File: src/common/mcr_pkg.sv
package mcr_pkg;

    // Host port addresses
    localparam logic [2:0] PA_STAGE_TOP = 3'h3;
    localparam logic [2:0] PA_XFER = 3'h4;
    localparam logic [2:0] PA_RB_INDEX = 3'h5;
    localparam logic [2:0] PA_MEM_RD_ADDR = 3'h6;
    localparam logic [2:0] PA_MEM_RD_INC = 3'h7;

    // Control word indices
    localparam int NUM_CW = 19;
    localparam logic [4:0] CW_MEM_CTRL = 5'h00;
    localparam logic [4:0] CW_DEV_CFG = 5'h01;
    localparam logic [4:0] CW_FIFO_IO = 5'h02;
    localparam logic [4:0] CW_UPPER_I_GAIN = 5'h03;
    localparam logic [4:0] CW_LOWER_Q_GAIN = 5'h04;
    localparam logic [4:0] CW_GAIN_PHASE = 5'h05;
    localparam logic [4:0] CW_LOOP_FILT = 5'h06;
    localparam logic [4:0] CW_LOCK_PLL = 5'h07;
    localparam logic [4:0] CW_INT_STATUS = 5'h08;
    localparam logic [4:0] CW_INT_ENABLE = 5'h09;
    localparam logic [4:0] CW_CARRIER_FREQ = 5'h0A;
    localparam logic [4:0] CW_SYMBOL_FREQ = 5'h0B;
    localparam logic [4:0] CW_LF_UPPER = 5'h0C;
    localparam logic [4:0] CW_LF_LOWER = 5'h0D;
    localparam logic [4:0] CW_FIFO_RESET = 5'h0E;
    localparam logic [4:0] CW_MEM_LOAD = 5'h0F;
    localparam logic [4:0] CW_SOFT_RESET = 5'h10;
    localparam logic [4:0] CW_COEFF_PRELOAD = 5'h11;
    localparam logic [4:0] CW_FIFO_WRITE = 5'h12;

    // Strobe words, in pulse order
    localparam int NUM_STROBES = 4;
    localparam logic [NUM_STROBES-1:0][4:0] STROBE_INDEX = {CW_FIFO_WRITE, CW_SOFT_RESET, CW_MEM_LOAD, CW_FIFO_RESET};

    // Implemented bits per word, index 0 rightmost
    localparam logic [NUM_CW-1:0][31:0] CW_MASK = {
        32'h0000_0000, 32'h0007_FFFF, 32'h0000_0000, 32'h0000_0000, 32'h0000_0000,
        32'hFFFF_FFFF, 32'hFFFF_FFFF, 32'hFFFF_FFFF, 32'hFFFF_FFFF, 32'h0000_00FF,
        32'h0000_00FF, 32'hFFFF_FFFF, 32'hFFFF_FFFF, 32'hFFFF_FFFF, 32'hFFFF_FFFF,
        32'hFFFF_FFFF, 32'hFFFF_FFFF, 32'hFFFF_FFFF, 32'h0000_007F};
    localparam logic [NUM_CW-1:0][31:0] CW_RESET = {
        32'h0000_0000, 32'h0000_0000, 32'h0000_0000, 32'h0000_0000, 32'h0000_0000,
        32'h8000_0000, 32'h07FF_FFFF, 32'h0000_0000, 32'h0000_0000, 32'h0000_0000,
        32'h0000_0000, 32'h0040_0000, 32'h5000_0000, 32'h002F_FFFF, 32'h0000_0002,
        32'hFF00_0002, 32'h0000_0000, 32'h0000_602B, 32'h0000_0000};

    // Memory access control fields
    localparam int MC_AUTO_INC = 6;
    localparam int MC_READ = 5;
    localparam int MC_SEL_LO = 2;
    localparam int MC_WSEL_LO = 0;
    localparam logic [2:0] MSEL_NONE = 3'h0;
    localparam logic [2:0] MSEL_I_COEFF = 3'h1;
    localparam logic [2:0] MSEL_Q_COEFF = 3'h2;
    localparam logic [2:0] MSEL_IQ_COEFF = 3'h3;
    localparam logic [2:0] MSEL_MAP = 3'h4;
    localparam logic [2:0] MSEL_FIFO = 3'h5;
    localparam logic [1:0] WSEL_LAST = 2'h2;

    // Device configuration fields
    localparam int DC_LIMIT_LO = 16;
    localparam int DC_SYM_CNT_MODE = 15;
    localparam int DC_FAST_DAC = 14;
    localparam int DC_FINAL_BYPASS = 13;
    localparam int DC_TWO_BIT = 12;
    localparam int DC_INTERP_LO = 10;
    localparam int DC_WIDTH_LO = 6;
    localparam int DC_SINC_BYPASS = 5;
    localparam int DC_HALF_BAND = 4;
    localparam int DC_SHAPE_BYPASS = 3;
    localparam int DC_DECIM2 = 2;
    localparam int DC_MAP_BYPASS = 1;
    localparam int DC_FIFO_BYPASS = 0;

    localparam logic [1:0] INTERP_4X = 2'h0;
    localparam logic [1:0] INTERP_8X = 2'h1;
    localparam logic [1:0] INTERP_16X = 2'h2;
    localparam logic [4:0] FACTOR_4 = 5'h04;
    localparam logic [4:0] FACTOR_8 = 5'h08;
    localparam logic [4:0] FACTOR_16 = 5'h10;

    localparam int WORD_SLICE = 24;
    localparam int MEM_WORD_W = 72;

endpackage : mcr_pkg

File: src/core/mcr_bank.sv
// Summary of operation
// Memory target codes: none, I, Q, both, map, FIFO
// Memory control bit 5 selects read direction
// Bit 6 auto-advances memory address
// Symbol counter mode uses 16-bit limit
// Bit 13 bypasses final filter, reset set
// Bit 12 doubles input rate, halves taps
// Interpolation 4x/8x/16x, code 11 reserved
// Width field gives bits minus one, or half
// Sinc, shaping, map, FIFO bypass bits, reset 1
// Bit 4 enables half band filter, reset 0
// Bit 2 enables decimate by two
// Write to 0x0F loads memory word buffer
// Word 0x11 holds 19-bit coefficient preload
// Strobe writes give one-cycle pulses only
// Ports 0-3 stage, port 4 transfers word
// Port 5 index, ports 0-3 read bytes
// Map: word select zero writes top byte
module mcr_bank
    import mcr_pkg::*;
#(
    parameter int MEM_ADDR_W = 8
) (
    // Clock and reset
    input wire logic mclk_in,
    input wire logic resetn_in,
    // Host parallel port, one-cycle strobes
    input wire logic [2:0] port_addr_in,
    input wire logic [7:0] config_data_bus_in,
    input wire logic port_wr_in,
    input wire logic port_rd_in,
    output logic [7:0] config_data_bus_out,
    // Memory readback path
    input wire logic [7:0] mem_rd_byte_in,
    output logic [MEM_ADDR_W-1:0] mem_rd_addr_out,
    output logic [3:0] readback_byte_counter_out,
    // Memory access control
    output logic [2:0] mem_target_out,
    output logic mem_read_dir_out,
    output logic mem_auto_inc_out,
    output logic [1:0] mem_word_sel_out,
    output logic [MEM_WORD_W-1:0] memory_word_buffer_out,
    output logic [MEM_ADDR_W-1:0] memory_target_address_out,
    output logic coeff_i_write_out,
    output logic coeff_q_write_out,
    output logic map_write_out,
    output logic fifo_word_write_out,
    // Datapath configuration
    output logic sym_cnt_mode_out,
    output logic [15:0] symbol_counter_limit_out,
    output logic fast_dac_delay_out,
    output logic final_interp_bypass_out,
    output logic two_bit_mode_out,
    output logic half_taps_out,
    output logic [4:0] interp_factor_out,
    output logic interp_reserved_out,
    output logic [5:0] sample_width_out,
    output logic sinc_bypass_out,
    output logic half_band_enable_out,
    output logic shape_bypass_out,
    output logic decim2_enable_out,
    output logic map_bypass_out,
    output logic fifo_bypass_out,
    // All words raw, and the preload field
    output logic [NUM_CW-1:0][31:0] control_words_out,
    output logic [18:0] coefficient_preload_out,
    // Strobes
    output logic fifo_reset_pulse_out,
    output logic memory_word_load_pulse_out,
    output logic soft_reset_pulse_out,
    output logic fifo_write_pulse_out
);

    if (MEM_ADDR_W < 1 || MEM_ADDR_W > 8) begin : g_addr_w_check
        $error("mcr_bank: MEM_ADDR_W must be 1 to 8");
    end

    typedef struct packed {
        logic [NUM_CW-1:0][31:0] cw;
        logic [31:0] staging_word;
        logic [4:0] readback_word_index;
        logic [MEM_ADDR_W-1:0] mem_rd_addr;
        logic [3:0] readback_byte_counter;
        logic [1:0] word_sel;
        logic [MEM_WORD_W-1:0] memory_word_buffer;
        logic [MEM_ADDR_W-1:0] memory_target_address;
        logic [MEM_ADDR_W-1:0] commit_addr;
        logic coeff_i_write;
        logic coeff_q_write;
        logic map_write;
        logic fifo_word_write;
        logic [7:0] rdata;
    } mcr_state_t;

    mcr_state_t s_r;
    mcr_state_t s_nxt;

    logic xfer;
    logic [4:0] xfer_index;
    logic load_now;
    logic [2:0] target;
    logic [31:0] mem_ctrl;
    logic [31:0] dev_cfg;
    logic [4:0] width_m1;
    logic [NUM_STROBES-1:0] strobes;

    assign xfer = port_wr_in && (port_addr_in == PA_XFER);
    assign xfer_index = config_data_bus_in[4:0];
    assign load_now = xfer && (xfer_index == CW_MEM_LOAD);
    assign mem_ctrl = s_r.cw[CW_MEM_CTRL];
    assign dev_cfg = s_r.cw[CW_DEV_CFG];
    assign target = mem_ctrl[MC_SEL_LO +: 3];

    always_comb begin
        logic [MEM_ADDR_W-1:0] next_addr;
        next_addr = '0;
        s_nxt = s_r;
        s_nxt.coeff_i_write = 1'b0;
        s_nxt.coeff_q_write = 1'b0;
        s_nxt.map_write = 1'b0;
        s_nxt.fifo_word_write = 1'b0;

        // Auto increment writes the current address then steps it
        if (mem_ctrl[MC_AUTO_INC]) begin
            next_addr = s_r.memory_target_address;
        end else begin
            next_addr = s_r.staging_word[24 +: MEM_ADDR_W];
        end

        if (port_wr_in) begin
            if (port_addr_in <= PA_STAGE_TOP) begin
                s_nxt.staging_word[{port_addr_in[1:0], 3'b000} +: 8] = config_data_bus_in;
            end else if (port_addr_in == PA_XFER) begin
                if (xfer_index < 5'(NUM_CW)) begin
                    // Strobe words have an empty mask and keep nothing
                    s_nxt.cw[xfer_index] = s_r.staging_word & CW_MASK[xfer_index];
                end
                if (xfer_index == CW_MEM_CTRL) begin
                    s_nxt.word_sel = s_r.staging_word[MC_WSEL_LO +: 2];
                end
            end else if (port_addr_in == PA_RB_INDEX) begin
                s_nxt.readback_word_index = config_data_bus_in[4:0];
            end else if (port_addr_in == PA_MEM_RD_ADDR) begin
                s_nxt.mem_rd_addr = config_data_bus_in[MEM_ADDR_W-1:0];
                s_nxt.readback_byte_counter = '0;
            end else begin
                s_nxt.readback_byte_counter = s_r.readback_byte_counter + 4'h1;
            end
        end

        // Read direction leaves buffer and address untouched
        if (load_now && !mem_ctrl[MC_READ]) begin
            unique case (target)
                MSEL_I_COEFF, MSEL_Q_COEFF, MSEL_IQ_COEFF: begin
                    s_nxt.memory_word_buffer[s_r.word_sel * WORD_SLICE +: WORD_SLICE] =
                        s_r.staging_word[WORD_SLICE-1:0];
                    if (s_r.word_sel == WSEL_LAST) begin
                        s_nxt.word_sel = '0;
                        s_nxt.commit_addr = next_addr;
                        s_nxt.memory_target_address = mem_ctrl[MC_AUTO_INC] ? next_addr + 1'b1 : next_addr;
                        s_nxt.coeff_i_write = target[0];
                        s_nxt.coeff_q_write = target[1];
                    end else begin
                        s_nxt.word_sel = s_r.word_sel + 2'h1;
                    end
                end
                MSEL_MAP: begin
                    if (s_r.word_sel == 2'h0) begin
                        s_nxt.memory_word_buffer[MEM_WORD_W-1 -: 8] = s_r.staging_word[23:16];
                        s_nxt.commit_addr = next_addr;
                        s_nxt.memory_target_address = mem_ctrl[MC_AUTO_INC] ? next_addr + 1'b1 : next_addr;
                        s_nxt.map_write = 1'b1;
                    end
                end
                MSEL_FIFO: begin
                    s_nxt.memory_word_buffer[31:0] = s_r.staging_word;
                    s_nxt.commit_addr = next_addr;
                    s_nxt.memory_target_address = mem_ctrl[MC_AUTO_INC] ? next_addr + 1'b1 : next_addr;
                    s_nxt.fifo_word_write = 1'b1;
                end
                default: begin
                    // No access, or an unused code: load is ignored
                end
            endcase
        end

        if (port_rd_in) begin
            if (port_addr_in <= PA_STAGE_TOP) begin
                if (s_r.readback_word_index < 5'(NUM_CW)) begin
                    s_nxt.rdata = s_r.cw[s_r.readback_word_index][{port_addr_in[1:0], 3'b000} +: 8];
                end else begin
                    s_nxt.rdata = '0;
                end
            end else begin
                s_nxt.rdata = mem_rd_byte_in;
            end
        end
    end

    always_ff @(posedge mclk_in or negedge resetn_in) begin
        if (!resetn_in) begin
            s_r <= '0;
            s_r.cw <= CW_RESET;
        end else begin
            s_r <= s_nxt;
        end
    end

    mcr_strobe u_strobe (
        .mclk_in(mclk_in),
        .resetn_in(resetn_in),
        .xfer_in(xfer),
        .index_in(xfer_index),
        .pulse_out(strobes)
    );

    assign fifo_reset_pulse_out = strobes[0];
    assign memory_word_load_pulse_out = strobes[1];
    assign soft_reset_pulse_out = strobes[2];
    assign fifo_write_pulse_out = strobes[3];

    assign config_data_bus_out = s_r.rdata;
    assign mem_rd_addr_out = s_r.mem_rd_addr;
    assign readback_byte_counter_out = s_r.readback_byte_counter;

    assign mem_target_out = target;
    assign mem_read_dir_out = mem_ctrl[MC_READ];
    assign mem_auto_inc_out = mem_ctrl[MC_AUTO_INC];
    assign mem_word_sel_out = s_r.word_sel;
    assign memory_word_buffer_out = s_r.memory_word_buffer;
    assign memory_target_address_out = s_r.commit_addr;
    assign coeff_i_write_out = s_r.coeff_i_write;
    assign coeff_q_write_out = s_r.coeff_q_write;
    assign map_write_out = s_r.map_write;
    assign fifo_word_write_out = s_r.fifo_word_write;

    assign sym_cnt_mode_out = dev_cfg[DC_SYM_CNT_MODE];
    assign symbol_counter_limit_out = dev_cfg[DC_LIMIT_LO +: 16];
    assign fast_dac_delay_out = dev_cfg[DC_FAST_DAC];
    assign final_interp_bypass_out = dev_cfg[DC_FINAL_BYPASS];
    assign two_bit_mode_out = dev_cfg[DC_TWO_BIT];
    assign half_taps_out = dev_cfg[DC_TWO_BIT];
    assign sinc_bypass_out = dev_cfg[DC_SINC_BYPASS];
    assign half_band_enable_out = dev_cfg[DC_HALF_BAND];
    assign shape_bypass_out = dev_cfg[DC_SHAPE_BYPASS];
    assign decim2_enable_out = dev_cfg[DC_DECIM2];
    assign map_bypass_out = dev_cfg[DC_MAP_BYPASS];
    assign fifo_bypass_out = dev_cfg[DC_FIFO_BYPASS];

    // Width doubles in two-bit mode
    assign width_m1 = {1'b0, dev_cfg[DC_WIDTH_LO +: 4]} + 5'h01;
    assign sample_width_out = dev_cfg[DC_TWO_BIT] ? {width_m1, 1'b0} : {1'b0, width_m1};

    always_comb begin
        interp_reserved_out = 1'b0;
        unique case (dev_cfg[DC_INTERP_LO +: 2])
            INTERP_4X: interp_factor_out = FACTOR_4;
            INTERP_8X: interp_factor_out = FACTOR_8;
            INTERP_16X: interp_factor_out = FACTOR_16;
            default: begin
                // Reserved code: factor reads zero so misuse is visible
                interp_factor_out = '0;
                interp_reserved_out = 1'b1;
            end
        endcase
    end

    assign control_words_out = s_r.cw;
    assign coefficient_preload_out = s_r.cw[CW_COEFF_PRELOAD][18:0];

endmodule : mcr_bank

File: src/core/mcr_strobe.sv
module mcr_strobe
    import mcr_pkg::*;
(
    // Clock and reset
    input wire logic mclk_in,
    input wire logic resetn_in,
    // Transfer request
    input wire logic xfer_in,
    input wire logic [4:0] index_in,
    // Pulses, order as STROBE_INDEX
    output logic [NUM_STROBES-1:0] pulse_out
);

    logic [NUM_STROBES-1:0] pulse_r;
    logic [NUM_STROBES-1:0] pulse_nxt;

    // Registered from the transfer, not held: each pulse lasts one cycle
    genvar gi;
    generate
        for (gi = 0; gi < NUM_STROBES; gi++) begin : g_strobe
            assign pulse_nxt[gi] = xfer_in && (index_in == STROBE_INDEX[gi]);
        end
    endgenerate

    always_ff @(posedge mclk_in or negedge resetn_in) begin
        if (!resetn_in) begin
            pulse_r <= '0;
        end else begin
            pulse_r <= pulse_nxt;
        end
    end

    assign pulse_out = pulse_r;

endmodule : mcr_strobe

File: config.mk
export PLATFORM = sky130hd
export DESIGN_NAME = mcr_bank
export DESIGN_NICKNAME = d
export VERILOG_FILES = /design/src/common/mcr_pkg.sv /design/src/core/mcr_bank.sv /design/src/core/mcr_strobe.sv
export SDC_FILE = /design/constraint.sdc
export NUM_CORES = 1
export LEC_CHECK = 0
export BUFFER_PORTS_ARGS = -buffer_cell sky130_fd_sc_hd__buf_2
export CAP_MARGIN = 15
export CORE_ASPECT_RATIO = 2
export CORE_MARGIN = 2
export CORE_UTILIZATION = 40
export CTS_CLUSTER_DIAMETER = 80
export DETAILED_ROUTE_END_ITERATION = 10
export GPL_TIMING_DRIVEN = 0
export PLACE_DENSITY_LB_ADDON = 0.1
export SETUP_SLACK_MARGIN = 0.5
export SYNTH_ARGS = -nofsm -noshare
export SYNTH_HDL_FRONTEND = slang
export SYNTH_HIERARCHICAL = 1
export SYNTH_SLANG_ARGS = --single-unit
File: constraint.sdc
create_clock -name mclk_in -period 3.2 [get_ports mclk_in]
set_input_delay 0.8 -clock mclk_in [delete_from_list [all_inputs] [get_ports mclk_in]]
set_output_delay 0.8 -clock mclk_in [all_outputs]
set_load 0.005 [all_outputs]
==> impl_metrics.yaml <==
placed_design:
  postPlaceCellArea_mm2: 0.04542
  port_buffers: 799
  hpwlAfterDp_um: 153100
  gp_congestion: 1.010
logic_synthesis:
  ys_async_sr_fraction: 1.000
  synth_area_per_cell_um2: 9.732
  ys_warn_count: 6
  synth_top_area_share: 0.4406
  seq_area_frac_synth: 0.4859
  synth-seq-cells: 763
  synth_cell_types: 60
  yosys.area.top_type: "dfrtp_1"
  synthesis.instances: 4056
  netlist_area_mm2: 0.03947
  synth_edf_count: 0
  synth_ff_type: "dfrtp_1"
  synth_area_leaders: "dfrtp_1, buf_4, o21ai_0, nand2_1, mux4_2"
global_route:
  grt_use_total: 0.3752
  grt_max_degree: 115
  grt_pass1_wl_um: 261800
  grt_pass1_vias: 34070
  overflow: 0
  antenna_found_initial: 4
timing:
  setup_viol: 0
  clock.fmax_mhz: 356.4
  clock_skew_ps: 25.65
  rsz0062_at_grt: "yes"
  period_needed_ps: 2805
  max-slew-margin-rel: 0.1735
  hold_ws_ps: 370.3
  finalHoldViolCount: 0
  worst_slew_pin_slew_ps: 1237
  min_period_over_period: 0.8767
  drv_slew: 0
die:
  core_mm2: 0.09830
  start_util: 0.4015
  dieArea_mm2: 0.1014
  fp-row-count: 163
  io_pins: 804
  fp.dieH_um: 448.3
  die_w_um: 226.1
run:
  max_cap_violations: 0
clock_tree:
  cts_max_level: 3
  path_clk_slew_ps: 70
  clock_path_buffers: 3
  clock_sinks: 763
  cts_tree: "yes"
  clkLatencyLatePin_ps: 700
  cts_root_buffer: "clkbuf_16"
  numCtsBuffers: 73
cells_and_area:
  layout.nets: 5008
  postLayoutCoreUtil: 0.5007
  syn_to_final_growth_pct: 24.69
  layout-drive-gt1-share: 0.4407
  postLayoutCellArea_mm2: 0.04922
  layout_commonest_cell: "buf_2"
  mostFrequentLayoutCells: "buf_2, buf_4, nand2_1, dfrtp_1, o21ai_0"
outcome:
  status: "finished clean"
pwr:
  p_per_area_mw_per_mm2: 451.7
  ir_drop_mv: 0.3218
  leakagePower_nw: 25.35
  power_mw: 22.23
critical_path:
  crit_path_end_kind: "flip-flop"
  worstSetupPathType: "input pin to flip-flop"
  cp.required_ps: 3800
  setup.worst_path.start_class: "input pin"
  arrival_ps: 3410
  crit_fanout: 10
worst_hold_path:
  worstHoldPathType: "input pin to flip-flop"
route:
  drc_errors: 0
  first_iter_violations: 2751
  drt-vias-per-instance: 5.329
  vias: 33840
  drtAntennaViolNets: 0
  wl_per_cell_um: 30.25
  finalWirelength_um: 192100
  drtPass1Iterations: 5
-- final cells by class --
| type | count | area [µm²] |
|---|---|---|
| fillers | 9723 | 49080 |
| flip-flops and latches | 763 | 19190 |
| multi-input cells | 2256 | 14170 |
| plain buffers | 1009 | 7121 |
| repair buffers | 837 | 4529 |
| clock buffers | 119 | 2265 |
| well taps | 1320 | 1652 |
| clock inverters | 15 | 163.9 |
| inverters | 29 | 123.9 |
| diodes | 2 | 5.005 |
-- per-layer routing --
layer	track usage	up-vias	wire, µm
met5	0	-	29
met4	0.2718	4	16780
met3	0.07990	457	13400
met2	0.6529	1597	95690
met1	0.4005	16990	66160
li1	-	14790	-
-- cell usage after synthesis (all sizes together), types with 5 or more instances --
cell type,number
a211oi,19
a21boi,8
a21oi,70
a22o,8
a22oi,64
a31oi,9
and2,78
and3,5
buf,823
clkbuf,186
dfrtp,695
dfstp,68
ha,16
inv,29
mux2,11
mux2i,136
mux4,96
nand2,765
nand3,57
nand3b,8
nor2,96
nor2b,46
nor3,35
nor4,5
o21ai,640
o221ai,9
o22ai,21
o2bb2ai,8
o31ai,8
-- worst max-delay path, cell delays in order --
cell and delay (ps):
buf_2 150, buf_4 260, inv_1 200, ha_1 350
a211oi_4 310, buf_12 160, buf_4 230, nand2_2 340
clkbuf_4 380, o21ai_0 210
-- report_power, final --
group | total, mW | internal (mW) | switching [mW] | leakage [nW]
Clock | 9.21 | 5.10 | 4.11 | 1.20
Sequential | 9.98 | 9.77 | 0.206 | 10.3
Combinational | 3.04 | 1.02 | 2.02 | 13.9
-- state kept, by name, summed over array words and instances, names as in the netlist, 2 cells and up --
name / cells
control_words_out: 525
memory_word_buffer_out: 72
s_r: 45
dev_cfg: 32
mem_ctrl: 32
coefficient_preload_out: 19
config_data_bus_out: 8
mem_rd_addr_out: 8
memory_target_address_out: 8
readback_byte_counter_out: 4
u_strobe/pulse_out: 4
mem_word_sel_out: 2
-- final timing paths --
kind	from	endpoint	slack, ps	cells after the start
setup reg to reg	s_r[114]	config_data_bus_out[2]	440	10
setup / recovery	config_data_bus_in[2]	control_words_out[277]	390	10
hold / removal	config_data_bus_in[2]	u_strobe/pulse_out[3]	370	2
min in group asynchronous	resetn_in	memory_target_address_out[6]	580	2
max in group asynchronous	resetn_in	control_words_out[447]	700	5
hold reg to reg	memory_target_address_out[7]	memory_target_address_out[7]	480	2
-- cells by family (layout without fill, tap and decap cells) --
kind of cell | Yosys count | in the layout | share of synthesized area
and+or+nand+nor | 1118 | 1118 | 0.1222
buffers and inverters | 1038 | 2009 | 0.1722
AOI/OAI and AO/OA | 875 | 875 | 0.1217
DFF | 763 | 763 | 0.4859
muxes | 243 | 243 | 0.09240
adders and majority gates | 16 | 16 | 0.005072
xor gates and xnor gates | 2 | 2 | 0.0004438
other | 1 | 4 | 0.00009500
-- timing repair --
| item | 4_1_cts | 5_1_grt |
|---|---|---|
| hold endpoints to repair | 33 | 0 |
| cloned | 0 | 4 |
| resized for setup | 303 | 172 |
| endpoints found under the setup margin | 614 | 722 |
| setup buffers | 18 | 6 |
| hold buffers | 1 | 0 |
| pin swaps | 12 | 10 |
-- through the flow --
stage / worst slack (ps) / TNS (ps) / instances
final: 394.5 / 0 / 6350
after global routing: 320.9 / 0 / 6349
after CTS: 436.3 / 0 / 6338
after detailed placement: -1574 / -499940 / 6185
after global placement: -15920 / - / 6176
after floorplan: 504.7 / 0 / 4057
No activity file was read; power rests on OpenSTA's default activity.
